<file path="config.mk">
export PLATFORM = sky130hd
export DESIGN_NAME = pam4_decode_core_ctrl
export DESIGN_NICKNAME = d
export VERILOG_FILES = /design/src/pam4_decode_pkg.sv /design/src/pam4_decode_core_ctrl.sv
export SDC_FILE = /design/constraint.sdc
export NUM_CORES = 1
export LEC_CHECK = 0
export ABC_AREA = 1
export BUFFER_PORTS_ARGS = -buffer_cell sky130_fd_sc_hd__clkbuf_2
export CAP_MARGIN = 20
export CORE_ASPECT_RATIO = 1.25
export CORE_UTILIZATION = 45
export CTS_CLUSTER_SIZE = 28
export DETAILED_ROUTE_END_ITERATION = 10
export PLACE_DENSITY = 0.57
export SYNTH_ARGS = -nofsm -noshare
export SYNTH_HDL_FRONTEND = slang
export SYNTH_SLANG_ARGS = --single-unit
</file>
<file path="constraint.sdc">
create_clock -name clock -period 4.78 [get_ports clock]
set_clock_uncertainty 0.05 [all_clocks]
set_input_delay 0.239 -clock clock [delete_from_list [all_inputs] [get_ports clock]]
set_output_delay 0.239 -clock clock [all_outputs]
set_load 0.05 [all_outputs]
</file>
<file path="src/pam4_decode_pkg.sv">
// Shared constants and carrier types for the four-level decode core.
// Assumes one system clock; the serial control port is sampled on it.
package pam4_decode_pkg;

  // ----------------------------------------------------------------
  // Control shift register layout
  // ----------------------------------------------------------------
  localparam int CTRL_BYTES = 5;
  localparam int CTRL_BITS = 40;
  localparam int BOTTOM_LSB = 32; // Byte 1, first in
  localparam int TOP_LSB = 24; // Byte 2
  localparam int DELAY_LSB = 16; // Byte 3
  localparam int SPARE_LSB = 8; // Byte 4, must be zero
  localparam int TAIL_LSB = 0; // Byte 5, low nibble must be zero
  localparam logic [7:0] CODE_RESET = 8'h00;
  localparam logic [5:0] COUNT_RESET = 6'h00;

  // ----------------------------------------------------------------
  // Datapath sizing and timing
  // ----------------------------------------------------------------
  localparam int FIFO_DEPTH = 32;
  localparam int DELAY_DEPTH = 256;
  localparam int CLOCK_PERIOD_NS = 10;

  typedef struct packed {
    logic [7:0] bottom_threshold_code;
    logic [7:0] top_threshold_code;
    logic [7:0] clock_delay_code;
  } control_type;

  typedef struct packed {
    logic top;
    logic middle;
    logic bottom;
  } comparator_type;

  typedef struct packed {
    logic high;
    logic low;
  } symbol_type;

endpackage

</file>
<file path="src/pam4_decode_core_ctrl.sv">
// Decode core and three-wire control port of the four-level decoder.
// Assumes comparator bits, serial pins and out_ready are synchronous to clock;
// one clock cycle stands for one full-rate symbol period.
`timescale 1ns/1ps

// ------------------------------------------------------------------
// Small synchronous FIFO with valid/ready on both sides
// ------------------------------------------------------------------
module sync_fifo #(
  parameter int WIDTH = 2,
  parameter int DEPTH = 32
) (
  input wire logic clock, // System clock
  input wire logic rst_n, // Synchronous reset, active low
  input wire logic [WIDTH-1:0] in_data, // Write data
  input wire logic in_valid, // Write request
  output logic in_ready, // Space available
  output logic [WIDTH-1:0] out_data, // Head entry
  output logic out_valid, // Entry available
  input wire logic out_ready // Consumer takes head
);
  localparam int AW = $clog2(DEPTH);

  logic [WIDTH-1:0] mem_r [DEPTH];
  logic [AW-1:0] wr_ptr_r;
  logic [AW-1:0] rd_ptr_r;
  logic [AW:0] count_r;
  logic push;
  logic pop;

  // Full and empty come straight from the occupancy count; the depth is
  // compared at the count's own width, since AW bits cannot hold DEPTH
  assign in_ready = (count_r != (AW+1)'(DEPTH));
  assign out_valid = (count_r != '0);
  assign out_data = mem_r[rd_ptr_r];
  assign push = in_valid && in_ready;
  assign pop = out_valid && out_ready;

  // Storage is written only, never reset: content is qualified by count
  always_ff @(posedge clock) begin
    if (push) begin
      mem_r[wr_ptr_r] <= in_data;
    end
  end

  // Pointers wrap with the depth, which is a power of two
  always_ff @(posedge clock) begin
    if (!rst_n) begin
      wr_ptr_r <= '0;
      rd_ptr_r <= '0;
      count_r <= '0;
    end else begin
      if (push) begin
        wr_ptr_r <= wr_ptr_r + AW'(1);
      end
      if (pop) begin
        rd_ptr_r <= rd_ptr_r + AW'(1);
      end
      if (push && !pop) begin
        count_r <= count_r + (AW+1)'(1);
      end else if (pop && !push) begin
        count_r <= count_r - (AW+1)'(1);
      end
    end
  end
endmodule

// ------------------------------------------------------------------
// Top: decode datapath and control shift register
// ------------------------------------------------------------------
module pam4_decode_core_ctrl #(
  parameter int DELAY_DEPTH = pam4_decode_pkg::DELAY_DEPTH,
  parameter int FIFO_DEPTH = pam4_decode_pkg::FIFO_DEPTH
) (
  input wire logic clock, // Full-rate clock, one symbol per cycle
  input wire logic rst_n, // Synchronous reset, active low
  input wire pam4_decode_pkg::comparator_type comparator_in, // Thermometer bits
  output logic decode_ready, // Low when the output FIFO is full
  input wire logic out_ready, // Output stage may take a symbol
  output logic data_high_out_pos, // High stream, true
  output logic data_high_out_neg, // High stream, complement
  output logic data_low_out_pos, // Low stream, true
  output logic data_low_out_neg, // Low stream, complement
  output logic half_rate_clock_out_pos, // Divided clock, true
  output logic half_rate_clock_out_neg, // Divided clock, complement
  input wire logic serial_control_write_enable, // Low while shifting
  input wire logic serial_control_clock, // Serial shift clock
  input wire logic serial_control_data_in, // Serial data, MSB first
  output logic serial_control_data_out, // Monitor of register top bit
  output pam4_decode_pkg::control_type control_out, // Applied codes
  output logic control_format_error, // Spare bits were nonzero at apply
  output logic control_load_incomplete // Bit count was not 40 at apply
);
  localparam int DA = $clog2(DELAY_DEPTH);

  typedef enum logic {PORT_IDLE, PORT_SHIFT} port_state_type;

  pam4_decode_pkg::comparator_type delay_line_r [DELAY_DEPTH];
  pam4_decode_pkg::comparator_type retimed_r;
  pam4_decode_pkg::symbol_type decoded;
  pam4_decode_pkg::symbol_type fifo_head;
  pam4_decode_pkg::control_type control_r;
  logic [pam4_decode_pkg::CTRL_BITS-1:0] shift_r;
  logic [5:0] bit_count_r;
  logic sclk_prev_r;
  logic shift_en;
  logic apply_en;
  logic fifo_valid;
  logic pop;
  logic high_r;
  logic low_r;
  logic high_n_r;
  logic low_n_r;
  logic half_r;
  logic half_n_r;
  logic format_err_r;
  logic incomplete_r;
  port_state_type port_state_r;
  port_state_type port_state_nxt;

  // ----------------------------------------------------------------
  // Clock delay and first retime
  // ----------------------------------------------------------------
  // The analog delay is modelled as a tap on a line of samples; a larger
  // code places the latching point later relative to the data.
  always_ff @(posedge clock) begin
    delay_line_r[0] <= comparator_in;
    for (int i = 1; i < DELAY_DEPTH; i++) begin
      delay_line_r[i] <= delay_line_r[i-1];
    end
  end

  // Retime the selected tap before any decoding
  always_ff @(posedge clock) begin
    if (!rst_n) begin
      retimed_r <= '0;
    end else begin
      retimed_r <= delay_line_r[DA'(control_r.clock_delay_code)];
    end
  end

  // ----------------------------------------------------------------
  // Thermometer decode
  // ----------------------------------------------------------------
  // Invalid codes such as top without middle still resolve to a level
  always_comb begin
    decoded.high = retimed_r.middle;
    decoded.low = retimed_r.top | (retimed_r.bottom & ~retimed_r.middle);
  end

  // ----------------------------------------------------------------
  // Output buffering and second retime
  // ----------------------------------------------------------------
  // A symbol arrives every cycle; decode_ready tells the source when it is lost
  sync_fifo #(
    .WIDTH(2),
    .DEPTH(FIFO_DEPTH)
  ) out_fifo (
    .clock(clock),
    .rst_n(rst_n),
    .in_data(decoded),
    .in_valid(1'b1),
    .in_ready(decode_ready),
    .out_data(fifo_head),
    .out_valid(fifo_valid),
    .out_ready(out_ready)
  );

  assign pop = fifo_valid && out_ready;

  // Data and divided clock share one register stage so their edges match
  always_ff @(posedge clock) begin
    if (!rst_n) begin
      high_r <= 1'b0;
      low_r <= 1'b0;
      high_n_r <= 1'b1;
      low_n_r <= 1'b1;
      half_r <= 1'b0;
      half_n_r <= 1'b1;
    end else if (pop) begin
      high_r <= fifo_head.high;
      low_r <= fifo_head.low;
      high_n_r <= ~fifo_head.high;
      low_n_r <= ~fifo_head.low;
      half_r <= ~half_r;
      half_n_r <= half_r;
    end
  end

  assign data_high_out_pos = high_r;
  assign data_high_out_neg = high_n_r;
  assign data_low_out_pos = low_r;
  assign data_low_out_neg = low_n_r;
  assign half_rate_clock_out_pos = half_r;
  assign half_rate_clock_out_neg = half_n_r;

  // ----------------------------------------------------------------
  // Three-wire control port
  // ----------------------------------------------------------------
  // Serial pins are sampled, so the serial clock must be well below clock/2
  assign shift_en = !serial_control_write_enable && serial_control_clock && !sclk_prev_r;
  assign apply_en = (port_state_r == PORT_SHIFT) && serial_control_write_enable;

  always_ff @(posedge clock) begin
    if (!rst_n) begin
      sclk_prev_r <= 1'b0;
    end else begin
      sclk_prev_r <= serial_control_clock;
    end
  end

  // Port state follows the write enable
  always_comb begin
    case (port_state_r)
      PORT_IDLE: port_state_nxt = serial_control_write_enable ? PORT_IDLE : PORT_SHIFT;
      PORT_SHIFT: port_state_nxt = serial_control_write_enable ? PORT_IDLE : PORT_SHIFT;
      default: port_state_nxt = PORT_IDLE;
    endcase
  end

  always_ff @(posedge clock) begin
    if (!rst_n) begin
      port_state_r <= PORT_IDLE;
    end else begin
      port_state_r <= port_state_nxt;
    end
  end

  // First bit in ends at the top, so byte one lands in the bottom code field
  always_ff @(posedge clock) begin
    if (!rst_n) begin
      shift_r <= '0;
    end else if (shift_en) begin
      shift_r <= {shift_r[pam4_decode_pkg::CTRL_BITS-2:0], serial_control_data_in};
    end
  end

  // Counts bits of one load; saturates so long loads still flag
  always_ff @(posedge clock) begin
    if (!rst_n) begin
      bit_count_r <= pam4_decode_pkg::COUNT_RESET;
    end else if (apply_en) begin
      bit_count_r <= pam4_decode_pkg::COUNT_RESET;
    end else if (shift_en && bit_count_r != 6'h3f) begin
      bit_count_r <= bit_count_r + 6'h01;
    end
  end

  assign serial_control_data_out = shift_r[pam4_decode_pkg::CTRL_BITS-1];

  // Codes change only on release, so half-shifted values never reach the analog side
  always_ff @(posedge clock) begin
    if (!rst_n) begin
      control_r.bottom_threshold_code <= pam4_decode_pkg::CODE_RESET;
      control_r.top_threshold_code <= pam4_decode_pkg::CODE_RESET;
      control_r.clock_delay_code <= pam4_decode_pkg::CODE_RESET;
    end else if (apply_en) begin
      control_r.bottom_threshold_code <= shift_r[pam4_decode_pkg::BOTTOM_LSB +: 8];
      control_r.top_threshold_code <= shift_r[pam4_decode_pkg::TOP_LSB +: 8];
      control_r.clock_delay_code <= shift_r[pam4_decode_pkg::DELAY_LSB +: 8];
    end
  end

  // Status of the last applied load
  always_ff @(posedge clock) begin
    if (!rst_n) begin
      format_err_r <= 1'b0;
      incomplete_r <= 1'b0;
    end else if (apply_en) begin
      format_err_r <= (shift_r[pam4_decode_pkg::SPARE_LSB +: 8] != 8'h00) ||
                      (shift_r[pam4_decode_pkg::TAIL_LSB +: 4] != 4'h0);
      incomplete_r <= (bit_count_r != 6'h28);
    end
  end

  assign control_out = control_r;
  assign control_format_error = format_err_r;
  assign control_load_incomplete = incomplete_r;
endmodule

</file>
==> metrics.yaml, run 1 <==
num_io_pins: 43
p_switching_mw: 3.94
p_seq_share_pct: 49.5
place_congestion: 0.800
final_area_um2: 33200
crit_chain: "nor4_1, nand3_1, ha_1, inv_1, ha_1, a21oi_1, nand2_1, nand2_1, nand2_1, a21oi_1, o21ai_0, a21o_1, o21ai_0, a21oi_1"
drc_errors: 0
cts.sinks: 936
final_cell_mix: "881 x nand2_1, 868 x dfxtp_1, 744 x nand3_1, 114 x nor2_1, 114 x o21ai_0"
clk_latency_ns: 0.63
outcome: "finished clean"
finalSetupTns_ns: 0
clk_path_buf_depth: 3
p_leak_nw: 12.9
crit_fanout: 7
synth.net_count: 3211
pwr-share-comb_pct: 7.9
critPathBufInv: 1
drv_cap: 0
fmax_mhz: 335
synthArstFlopShare_pct: 0
io_buffers: 42
netlist_instances: 3189
dp_hpwl_um: 33900
postPlaceCellArea_um2: 30200
slowest_delay_ns: 0.42
antenna_found_initial: 0
rsz0062_at_grt: "false"
p_sw_share_pct: 23.7
initial_core_util_pct: 45.4
area_delta_synth_final_pct: 11.6
first_pass_iters: 6
cp_slowest_cell: "nor4_1"
viasPerCell: 5.16
hold_violations: 0
drtIter0Drc: 1575
hp-start: "rst_n"
cp_top_family: "simple AND/OR/NAND/NOR gates"
grt_max_degree: 201
end_kind: "flop"
critPathKind: "flop to flop"
regArea_um2: 19400
startpoint: "out_fifo.count_r[0]$_SDFFE_PN0P_"
reg2reg_slack_ns: 1.79
cts_resized: 0
finalSetupViolCount: 0
yosys_warnings: 0
fin_crit_sh_pct: 62.5
cts_buffers: 89
num-fill-cells: 5923
multiInputGateArea_um2: 8940
ys_seq_elements: 936
drv_slew: 0
nets: 3177
clock_power_share_pct: 42.6
ir_drop_uv: 288
yosysSeqAreaShare_pct: 65.1
fp.dieH_um: 290
reg2reg_from: "out_fifo.count_r[0]$_SDFFE_PN0P_"
layout_commonest_cell: "nand2_1"
path_clk_slew_ns: 0.06
rows: 105
critPathArrivalTime_ns: 3.44
die_area_um2: 67200
cts_tree: "done"
fin_crit_ns: 2.99
dr_total_vias: 21000
startpoint_type: "flop"
wl_per_cell_um: 15.9
grt_usage_pct: 19.5
cts-root-buf: "clkbuf_16"
core_area_um2: 65600
worst_hold_path.num_cells: 3
synth-edff-count: 64
netlist_area_um2: 29800
r2r_cells: 14
yosys.cell_types.count: 38
syn_area_per_cell_um2: 9.34
relSlewSlack_pct: 27.6
grt_pass1_wl_um: 107000
wirelength_um: 65000
holdPathEnd: "data_low_out_neg$_SDFFE_PN1P_"
grt_pass1_vias: 20900
ant_nets: 0
internal_power_mw: 12.7
grt_overflow: 0
hold_class: "primary input to flop"
antenna_cells: 0
r2r_end: "out_fifo.count_r[5]$_SDFFE_PN0P_"
die_x_um: 232
htreeDepth: 3
tightest_slew_ns: 1.09
synthFlopType: "dfxtp_1"
drive_gt1_share_pct: 6.92
p_per_area_nw_per_um2: 500
cp_data_required_time_ns: 5.23
-- tightest hold or removal path, delay by kind of cell --
kind,cells,cell delay (ns)
buf+inv,2,0.41
simple gates,1,0.14
-- timing repair --
action / in CTS / in global routing
endpoints found under the hold margin: 10 / 0
setup buffers: 0 / 0
hold buffers: 7 / 0
-- cell type report --
cell class                      count  share of cell area, %
Inverter                           70                  0.855
Sequential cell                   936                   58.4
Multi-Input combinational cell   1985                   26.9
Clock inverter                     28                   1.11
Timing Repair Buffer               73                   1.71
Clock buffer                      131                   7.85
Tap cell                          856                   3.22
-- per-stage QoR --
step                      hold slack (ns)  worst slack (ns)  power, mW  instances  utilization, %
after floorplan                     0.217              1.64       9.36       3189               -
after global placement              0.282              1.82       9.69       3912            46.0
after detailed placement            0.285              1.82       9.71       3912            46.0
after CTS                           0.126              1.80       16.8       4078            50.6
after global routing                0.188              1.46       17.3       4079            50.7
final                               0.168              1.79       16.6       4079            50.7
-- sequential cells by signal, summed over array words and instances (netlist names), named ones only --
signal / cells
bit_count_r: 6
control_format_error: 1
control_load_incomplete: 1
control_out: 24
data_high_out_neg: 1
data_high_out_pos: 1
data_low_out_neg: 1
data_low_out_pos: 1
decoded: 1
delay_line_r: 768
half_rate_clock_out_neg: 1
half_rate_clock_out_pos: 1
out_fifo.count_r: 6
out_fifo.mem_r: 64
out_fifo.rd_ptr_r: 5
out_fifo.wr_ptr_r: 5
port_state_r: 1
retimed_r: 2
sclk_prev_r: 1
shift_r: 40
-- cells in the mapped netlist (5+ instances only) --
| cell type | instances | area share [%] |
|---|---|---|
| inv_1 | 62 | 0.78 |
| buf_1 | 11 | 0.14 |
| nor2_1 | 114 | 1.4 |
| buf_4 | 23 | 0.58 |
| dfxtp_1 | 872 | 59 |
| nand3_1 | 744 | 13 |
| edfxtp_1 | 64 | 6.5 |
| clkbuf_1 | 53 | 0.67 |
| nand2_1 | 881 | 11 |
| a21oi_1 | 71 | 1.2 |
| o221ai_1 | 14 | 0.41 |
| buf_2 | 74 | 1.2 |
| inv_2 | 5 | 0.063 |
| buf_6 | 36 | 1.4 |
| o21ai_0 | 114 | 1.9 |
| ha_1 | 12 | 0.50 |
-- worst max-delay path by stage --
stage | cells past startpoint | endpoint
global placement | 14 | out_fifo.count_r[5]$_SDFFE_PN0P_
global route | 14 | out_fifo.count_r[5]$_SDFFE_PN0P_
detailed placement | 14 | out_fifo.count_r[5]$_SDFFE_PN0P_
CTS | 14 | out_fifo.count_r[5]$_SDFFE_PN0P_
floorplan | 14 | out_fifo.count_r[5]$_SDFFE_PN0P_
finish | 14 | out_fifo.count_r[5]$_SDFFE_PN0P_
-- per-layer routing --
metal,GRT usage [%],vias to the layer above,part of all wire [%]
met5,0,-,0
met4,7.11,0,2.4
met3,2.84,99,4.3
met2,33.4,401,48
met1,24.8,10100,45
li1,-,10500,-
-- kinds of logic (layout without fill, tap and decap cells) --
family / Yosys count / after routing / synth area share (%)
and+or+nand+nor: 1754 / 1754 / 25.4
DFF: 936 / 936 / 65.1
buffers and inverters: 268 / 302 / 4.94
AOI/OAI and AO/OA: 213 / 213 / 3.84
adders and majority gates: 13 / 13 / 0.571
xor gates and xnor gates: 5 / 5 / 0.147
-- power groups by stage --
stage | combinational (mW) | clock [mW] | sequential, mW
2_1_floorplan | 0.911 | 0 | 8.45
3_3_place_gp | 1.30 | 0 | 8.39
3_5_place_dp | 1.32 | 0 | 8.39
4_1_cts | 1.33 | 7.27 | 8.22
5_1_grt | 1.48 | 7.57 | 8.24
6_report | 1.32 | 7.09 | 8.22
(Power assumes the default switching activity.)
==> run 2: changes to the inputs <==
Settings changed: PLACE_DENSITY 0.57 to 0.59.
Clock period 4.78 ns to 2.5 ns, I/O delays scaled along.
==> run 2 against run 1 <==
Flip-flop and latch count is the same. Sequential share of layout area fell by 0.87 points. Die area unchanged. Combinational power rose by 120%. Total power grew 91%. Setup slack worse by 1.8 ns. Sequential power increased by 91%. Utilization grew 0.78 points. Hold slack got worse by 0.074 ns. Global-route usage grew 0.13 points. Register-to-register slack worse by 1.8 ns. Highest routed layer unchanged.
==> metrics.yaml, run 2 (synthesis gave the netlist of run 1 again) <==
nets: 3222  # was 3,177
drtIter0Drc: 1427  # was 1,575
dr_total_vias: 21300  # was 21,000
rsz0062_at_grt: "true"  # was false
cts-root-buf: "clkbuf_16"  # unchanged
outcome: "finished clean"  # unchanged
worst_hold_path.num_cells: 2  # was 3
finalSetupTns_ns: 0  # unchanged
die_area_um2: 67200  # unchanged
final_cell_mix: "881 x nand2_1, 866 x dfxtp_1, 743 x nand3_1, 114 x nor2_1, 112 x o21ai_0"  # was 881 x nand2_1, 868 x dfxtp_1, 744 x nand3_1, 114 x nor2_1, 114 x o21ai_0
top_regs: "delay_line_r x768, out_fifo.mem_r x64, shift_r x40"  # unchanged
grt_usage_pct: 19.6  # was 19.5%
grt_pass1_wl_um: 108000  # was 107,000 um
path_clk_slew_ns: 0.06  # about the same
cp_data_required_time_ns: 2.97  # was 5.23 ns
wirelength_um: 66000  # was 65,000 um
drv_cap: 0  # unchanged
critPathKind: "flop to flop"  # unchanged
reg2reg_from: "out_fifo.count_r[3]$_SDFFE_PN0P_"  # was out_fifo.count_r[0]$_SDFFE_PN0P_
final_area_um2: 33700  # was 33,200 um^2
reg2reg_slack_ns: 0.04  # was 1.79 ns
critPathArrivalTime_ns: 2.93  # was 3.44 ns
crit_fanout: 5  # was 7
startpoint: "out_fifo.count_r[3]$_SDFFE_PN0P_"  # was out_fifo.count_r[0]$_SDFFE_PN0P_
p_per_area_nw_per_um2: 941  # was 500 nW/um^2
first_pass_iters: 6  # unchanged
fin_cells: 4123  # was 4,079
area_delta_synth_final_pct: 13.3  # was 11.6%
r2r_cells: 15  # was 14
ir_drop_uv: 686  # was 288 uV
end_kind: "flop"  # unchanged
drive_gt1_share_pct: 8.36  # was 6.92%
fin_crit_sh_pct: 98.5  # was 62.5%
htreeDepth: 3  # unchanged
finalSetupViolCount: 0  # unchanged
die_x_um: 232  # unchanged
antenna_found_initial: 0  # unchanged
layout_commonest_cell: "nand2_1"  # unchanged
fp.dieH_um: 290  # unchanged
fmax_mhz: 406  # was 335 MHz
fin_crit_ns: 2.46  # was 2.99 ns
wl_per_cell_um: 16.0  # was 15.9 um
crit_end: "out_fifo.count_r[5]$_SDFFE_PN0P_"  # unchanged
clk_latency_ns: 0.64  # was 0.63 ns
num_io_pins: 43  # unchanged
grt_max_degree: 92  # was 201
cts.sinks: 936  # unchanged
grt_pass1_vias: 21000  # was 20,900
tightest_slew_ns: 0.541  # was 1.09 ns
hold_violations: 0  # unchanged
io_buffers: 42  # unchanged
ant_nets: 0  # unchanged
relSlewSlack_pct: 63.9  # was 27.6%
hold_class: "primary input to flop"  # unchanged
cts_buffers: 86  # was 89
core_area_um2: 65600  # unchanged
dpl.cell_count: 3953  # was 3,912
grt_overflow: 0  # unchanged
p_leak_nw: 13.2  # was 12.9 nW
viasPerCell: 5.17  # was 5.16
cts_tree: "done"  # unchanged
r2r_end: "out_fifo.count_r[5]$_SDFFE_PN0P_"  # unchanged
drv_slew: 0  # unchanged
clk_path_buf_depth: 3  # unchanged
drc_errors: 0  # unchanged
dp_hpwl_um: 37000  # was 33,900 um
startpoint_type: "flop"  # unchanged
rows: 105  # unchanged
initial_core_util_pct: 45.4  # unchanged
place_congestion: 0.791  # was 0.800
post-route-util_pct: 51.5  # was 50.7%
largest_reg_flops: 768  # unchanged
antenna_cells: 0  # unchanged
top_register: "delay_line_r"  # unchanged
postPlaceCellArea_um2: 30700  # was 30,200 um^2
-- run 2: changes by cell type in the layout (fill, tap and decap cells not counted), sizes merged --
cell | before | now
buf | 24 | 67
bufinv | 8 | 6
clkbuf | 173 | 162
clkinv | 19 | 23
clkinvlp | 3 | 4
dlygate4sd3 | 7 | 12
inv | 68 | 72
-- run 2: layout make-up --
class                           count  area [um^2]
Clock inverter                     35          350
Clock buffer                      120         2490
Multi-Input combinational cell   1985         9000
Timing Repair Buffer              121         1150
Fill cell                        5791        31800
Sequential cell                   936        19400
Tap cell                          856         1070
Inverter                           70          288
-- run 2: worst min-delay path by stage --
stage,start,slack (ns),endpoint
floorplan,comparator_in[0],0.10,delay_line_r[0][0]$_DFF_P_
global placement,comparator_in[1],0.18,delay_line_r[0][1]$_DFF_P_
detailed placement,comparator_in[1],0.18,delay_line_r[0][1]$_DFF_P_
CTS,comparator_in[0],0.06,delay_line_r[0][0]$_DFF_P_
global route,comparator_in[0],0.09,delay_line_r[0][0]$_DFF_P_
finish,comparator_in[0],0.09,delay_line_r[0][0]$_DFF_P_
-- run 2: repair_timing --
| item | CTS | global route |
|---|---|---|
| cloned | 0 | 0 |
| hold buffers | 12 | 0 |
| setup buffers | 1 | 2 |
| setup endpoints to repair | 1 | 2 |
| pin swaps | 2 | 7 |
| hold endpoints to repair | 55 | 0 |
| gates resized for setup | 3 | 4 |
-- run 2: critical path: stages (launching register included) --
cell and delay (ns):
dfxtp_2 0.34, nor4_4 0.29, buf_4 0.17, nand3_4 0.08
ha_4 0.19, inv_6 0.08, ha_4 0.22, a21oi_2 0.11
nand2_1 0.08, nand2_1 0.06, nand2_1 0.07, a21oi_2 0.16
o21ai_1 0.08, a21o_1 0.18, o21ai_1 0.14, a21oi_1 0.05
-- run 2: through the flow --
stage / setup WS, ns / power [mW] / hold slack [ns]
6_report: 0.0371 / 31.8 / 0.0936
5_1_grt: -0.0817 / 33.0 / 0.0927
4_1_cts: 0.00459 / 32.0 / 0.0582
3_5_place_dp: -0.0809 / 18.8 / 0.182
3_3_place_gp: -0.00381 / 18.8 / 0.183
2_1_floorplan: 0.0284 / 18.0 / 0.103
-- run 2: power by group --
group | switching, mW | leakage, nW | internal [mW] | total, mW
Clock | 5.55 | 1.40 | 7.59 | 13.1
Sequential | 0.222 | 7.68 | 15.5 | 15.7
Combinational | 1.93 | 4.10 | 0.980 | 2.91
-- run 2: routing by layer --
layer / GRT usage (%) / share of wire, % / vias up
met5: 0 / 0 / -
met4: 7.32 / 2.3 / 0
met3: 3.09 / 4.7 / 98
met2: 33.6 / 49 / 471
met1: 24.9 / 44 / 10200
li1: - / - / 10600
==> run 3: changes to the inputs <==
Settings changed: ABC_AREA 1 to default, CORE_UTILIZATION 45 to 55, PLACE_DENSITY 0.59 to 0.71.
==> run 3 against run 2 <==
Area after synthesis shrank 3.8%. First-iteration DRC count fell by 36%. Hold slack worse by 0.0012 ns. Non-clock buffer count up 51. Critical path type unchanged. Critical endpoint unchanged. Setup slack gained 0.0027 ns. Largest power group unchanged. Count of clock-buffer cells in the layout is 4 higher. Routed wire length down 13%. Final area down 1.7%.
==> metrics.yaml, run 3 <==
rows: 93  # was 105
wl_per_cell_um: 19.9  # was 16.0 um
grt_usage_pct: 22.5  # was 19.6%
startpoint_type: "flop"  # unchanged
fin_cells: 2900  # was 4,123
grt_pass1_vias: 17100  # was 21,000
yosys_warnings: 0  # unchanged
p_per_area_nw_per_um2: 908  # was 941 nW/um^2
top_regs: "delay_line_r x768, out_fifo.mem_r x64, shift_r x40"  # unchanged
netlist_area_um2: 28700  # was 29,800 um^2
cp_data_required_time_ns: 2.99  # was 2.97 ns
fin_crit_sh_pct: 98.4  # was 98.5%
cts_buffers: 83  # was 86
fmax_mhz: 406  # about the same
netlist_instances: 2025  # was 3,189
viasPerCell: 5.52  # was 5.17
wl_met2_um: 28700  # was 32,200 um
ir_drop_uv: 641  # was 686 uV
cts-root-buf: "clkbuf_16"  # unchanged
post-route-util_pct: 64.4  # was 51.5%
top_layer_used: "met4"  # unchanged
synthArstFlopShare_pct: 0  # unchanged
drc_errors: 0  # unchanged
dr_total_vias: 16000  # was 21,300
finalSetupViolCount: 0  # unchanged
synth_area_leaders: "dfxtp_1 61%, mux4_2 9.6%, edfxtp_1 6.7%"  # was dfxtp_1 59%, nand3_1 13%, nand2_1 11%
synth_top_area_share_pct: 60.9  # was 58.6%
num_io_pins: 43  # unchanged
htreeDepth: 3  # unchanged
postPlaceCellArea_um2: 30100  # was 30,700 um^2
fp.dieH_um: 257  # was 290 um
yosysMostFrequentCell: "dfxtp_1"  # was nand2_1
synth-edff-count: 64  # unchanged
hold_violations: 0  # unchanged
dpl.cell_count: 2734  # was 3,953
dp_hpwl_um: 36200  # was 37,000 um
layout_commonest_cell: "dfxtp_1"  # was nand2_1
tightest_slew_ns: 0.720  # was 0.541 ns
core_area_um2: 51500  # was 65,600 um^2
synth_top_area_cell: "dfxtp_1"  # unchanged
syn_area_per_cell_um2: 14.2  # was 9.34 um^2
largest_reg_flops: 768  # unchanged
ant_nets: 0  # unchanged
num-fill-cells: 3642  # was 5,791
drv_cap: 0  # unchanged
relSlewSlack_pct: 52.0  # was 63.9%
nets: 2193  # was 3,222
outcome: "finished clean"  # unchanged
clk_latency_ns: 0.62  # was 0.64 ns
die_x_um: 206  # was 232 um
io_buffers: 42  # unchanged
place_congestion: 0.771  # was 0.791
drive_gt1_share_pct: 20.4  # was 8.36%
synthTopCellsByCount: "872 x dfxtp_1, 183 x mux2i_1, 177 x nand2_1"  # was 881 x nand2_1, 872 x dfxtp_1, 744 x nand3_1
drtIter0Drc: 915  # was 1,427
path_clk_slew_ns: 0.07  # was 0.06 ns
wirelength_um: 57700  # was 66,000 um
final_area_um2: 33200  # was 33,700 um^2
p_leak_nw: 11.9  # was 13.2 nW
ys_seq_elements: 936  # unchanged
top_register: "delay_line_r"  # unchanged
antenna_found_initial: 0  # unchanged
grt_overflow: 0  # unchanged
drv_slew: 0  # unchanged
cts.sinks: 936  # unchanged
final_cell_mix: "866 x dfxtp_1, 183 x mux2i_1, 175 x nand2_1, 122 x mux4_2, 100 x buf_4"  # was 881 x nand2_1, 866 x dfxtp_1, 743 x nand3_1, 114 x nor2_1, 112 x o21ai_0
yosysSeqAreaShare_pct: 67.6  # was 65.1%
synth.net_count: 2047  # was 3,211
critPathArrivalTime_ns: 2.95  # was 2.93 ns
end_kind: "flop"  # unchanged
fin_crit_ns: 2.46  # about the same
fin_hold_ws_ns: 0.0924  # was 0.0936 ns
clk_path_buf_depth: 3  # unchanged
yosys.cell_types.count: 65  # was 38
crit_fanout: 4  # was 5
cts_tree: "done"  # unchanged
initial_core_util_pct: 55.6  # was 45.4%
met3_length_um: 2160  # was 3140 um
critPathKind: "flop to flop"  # unchanged
finalSetupTns_ns: 0  # unchanged
wirelength_met1_um: 25200  # was 29,200 um
grt_max_degree: 91  # was 92
first_pass_iters: 5  # was 6
synthFlopType: "dfxtp_1"  # unchanged
antenna_cells: 0  # unchanged
hold_class: "primary input to flop"  # unchanged
grt_pass1_wl_um: 92900  # was 108,000 um
area_delta_synth_final_pct: 15.8  # was 13.3%
rsz0062_at_grt: "true"  # unchanged
die_area_um2: 53000  # was 67,200 um^2
-- run 3: metrics by stage --
stage                     total power, mW  worst slack (ns)
after floorplan                      17.1            -0.114
after global placement               17.6           -0.0718
after detailed placement             17.7            -0.176
after CTS                            30.3           -0.0844
after global routing                 31.1            -0.129
final                                30.1            0.0398
-- run 3: worst paths after layout --
path / to / slack [ns] / from / cells after the start
worst max-delay path: out_fifo.count_r[5]$_SDFFE_PN0P_ / 0.04 / out_fifo.count_r[2]$_SDFFE_PN0P_ / 14
worst min-delay path: delay_line_r[0][1]$_DFF_P_ / 0.09 / comparator_in[1] / 2
worst max register to register: out_fifo.count_r[5]$_SDFFE_PN0P_ / 0.04 / out_fifo.count_r[2]$_SDFFE_PN0P_ / 14
worst min register to register: delay_line_r[12][1]$_DFF_P_ / 0.28 / delay_line_r[11][1]$_DFF_P_ / 0
-- run 3: cell families (layout without fill, tap and decap cells) --
kind of cell | Yosys count | in the layout | synth area share (%)
AO/OA/AOI/OAI | 273 | 273 | 6.65
buffers and inverters | 121 | 331 | 2.68
flip-flops | 936 | 936 | 67.6
adder cells (fa/ha/maj) | 13 | 13 | 0.594
multiplexers | 312 | 312 | 16.5
AND/OR/NAND/NOR | 352 | 352 | 5.40
XOR/XNOR | 18 | 18 | 0.550
-- run 3: per-layer routing --
layer,vias to the layer above,global-route usage (%)
li1,7598,-
met1,8006,29.3
met2,294,37.8
met3,103,3.24
met4,0,8.78
met5,-,0
-- run 3: worst max-delay path, stage by stage, from the launching register on --
cell	delay, ns
dfxtp_2	0.33
nor3_4	0.20
nand2_2	0.08
o21a_4	0.24
inv_8	0.05
ha_4	0.13
inv_4	0.05
ha_4	0.20
a21o_1	0.17
a21oi_2	0.15
o21bai_1	0.10
a21oi_2	0.14
xnor2_1	0.09
or3_1	0.30
a21boi_1	0.12
-- run 3: power by group --
part / switching (mW) / total [mW] / internal (mW)
Combinational: 0.993 / 1.89 / 0.892
Sequential: 0.184 / 15.6 / 15.4
Clock: 5.36 / 12.7 / 7.31
Total: 6.53 / 30.1 / 23.6
-- run 3: repair_timing --
| action | 4_1_cts | 5_1_grt |
|---|---|---|
| pin swaps | 17 | 12 |
| hold endpoints to repair | 8 | 0 |
| buffers inserted | 3 | 4 |
| setup endpoints to repair | 5 | 5 |
| hold buffers | 7 | 0 |
| gates resized for setup | 16 | 19 |
| cloned | 3 | 0 |
-- run 3: cell type report --
class | count | area (um^2) | area share, %
multi-input cells | 968 | 8660 | 26.1
inverters | 10 | 47.5 | 0.143
clock buffers | 124 | 2450 | 7.40
well taps | 665 | 832 | 2.51
clock inverters | 25 | 273 | 0.822
flip-flops and latches | 936 | 19400 | 58.5
repair buffers | 172 | 1520 | 4.57
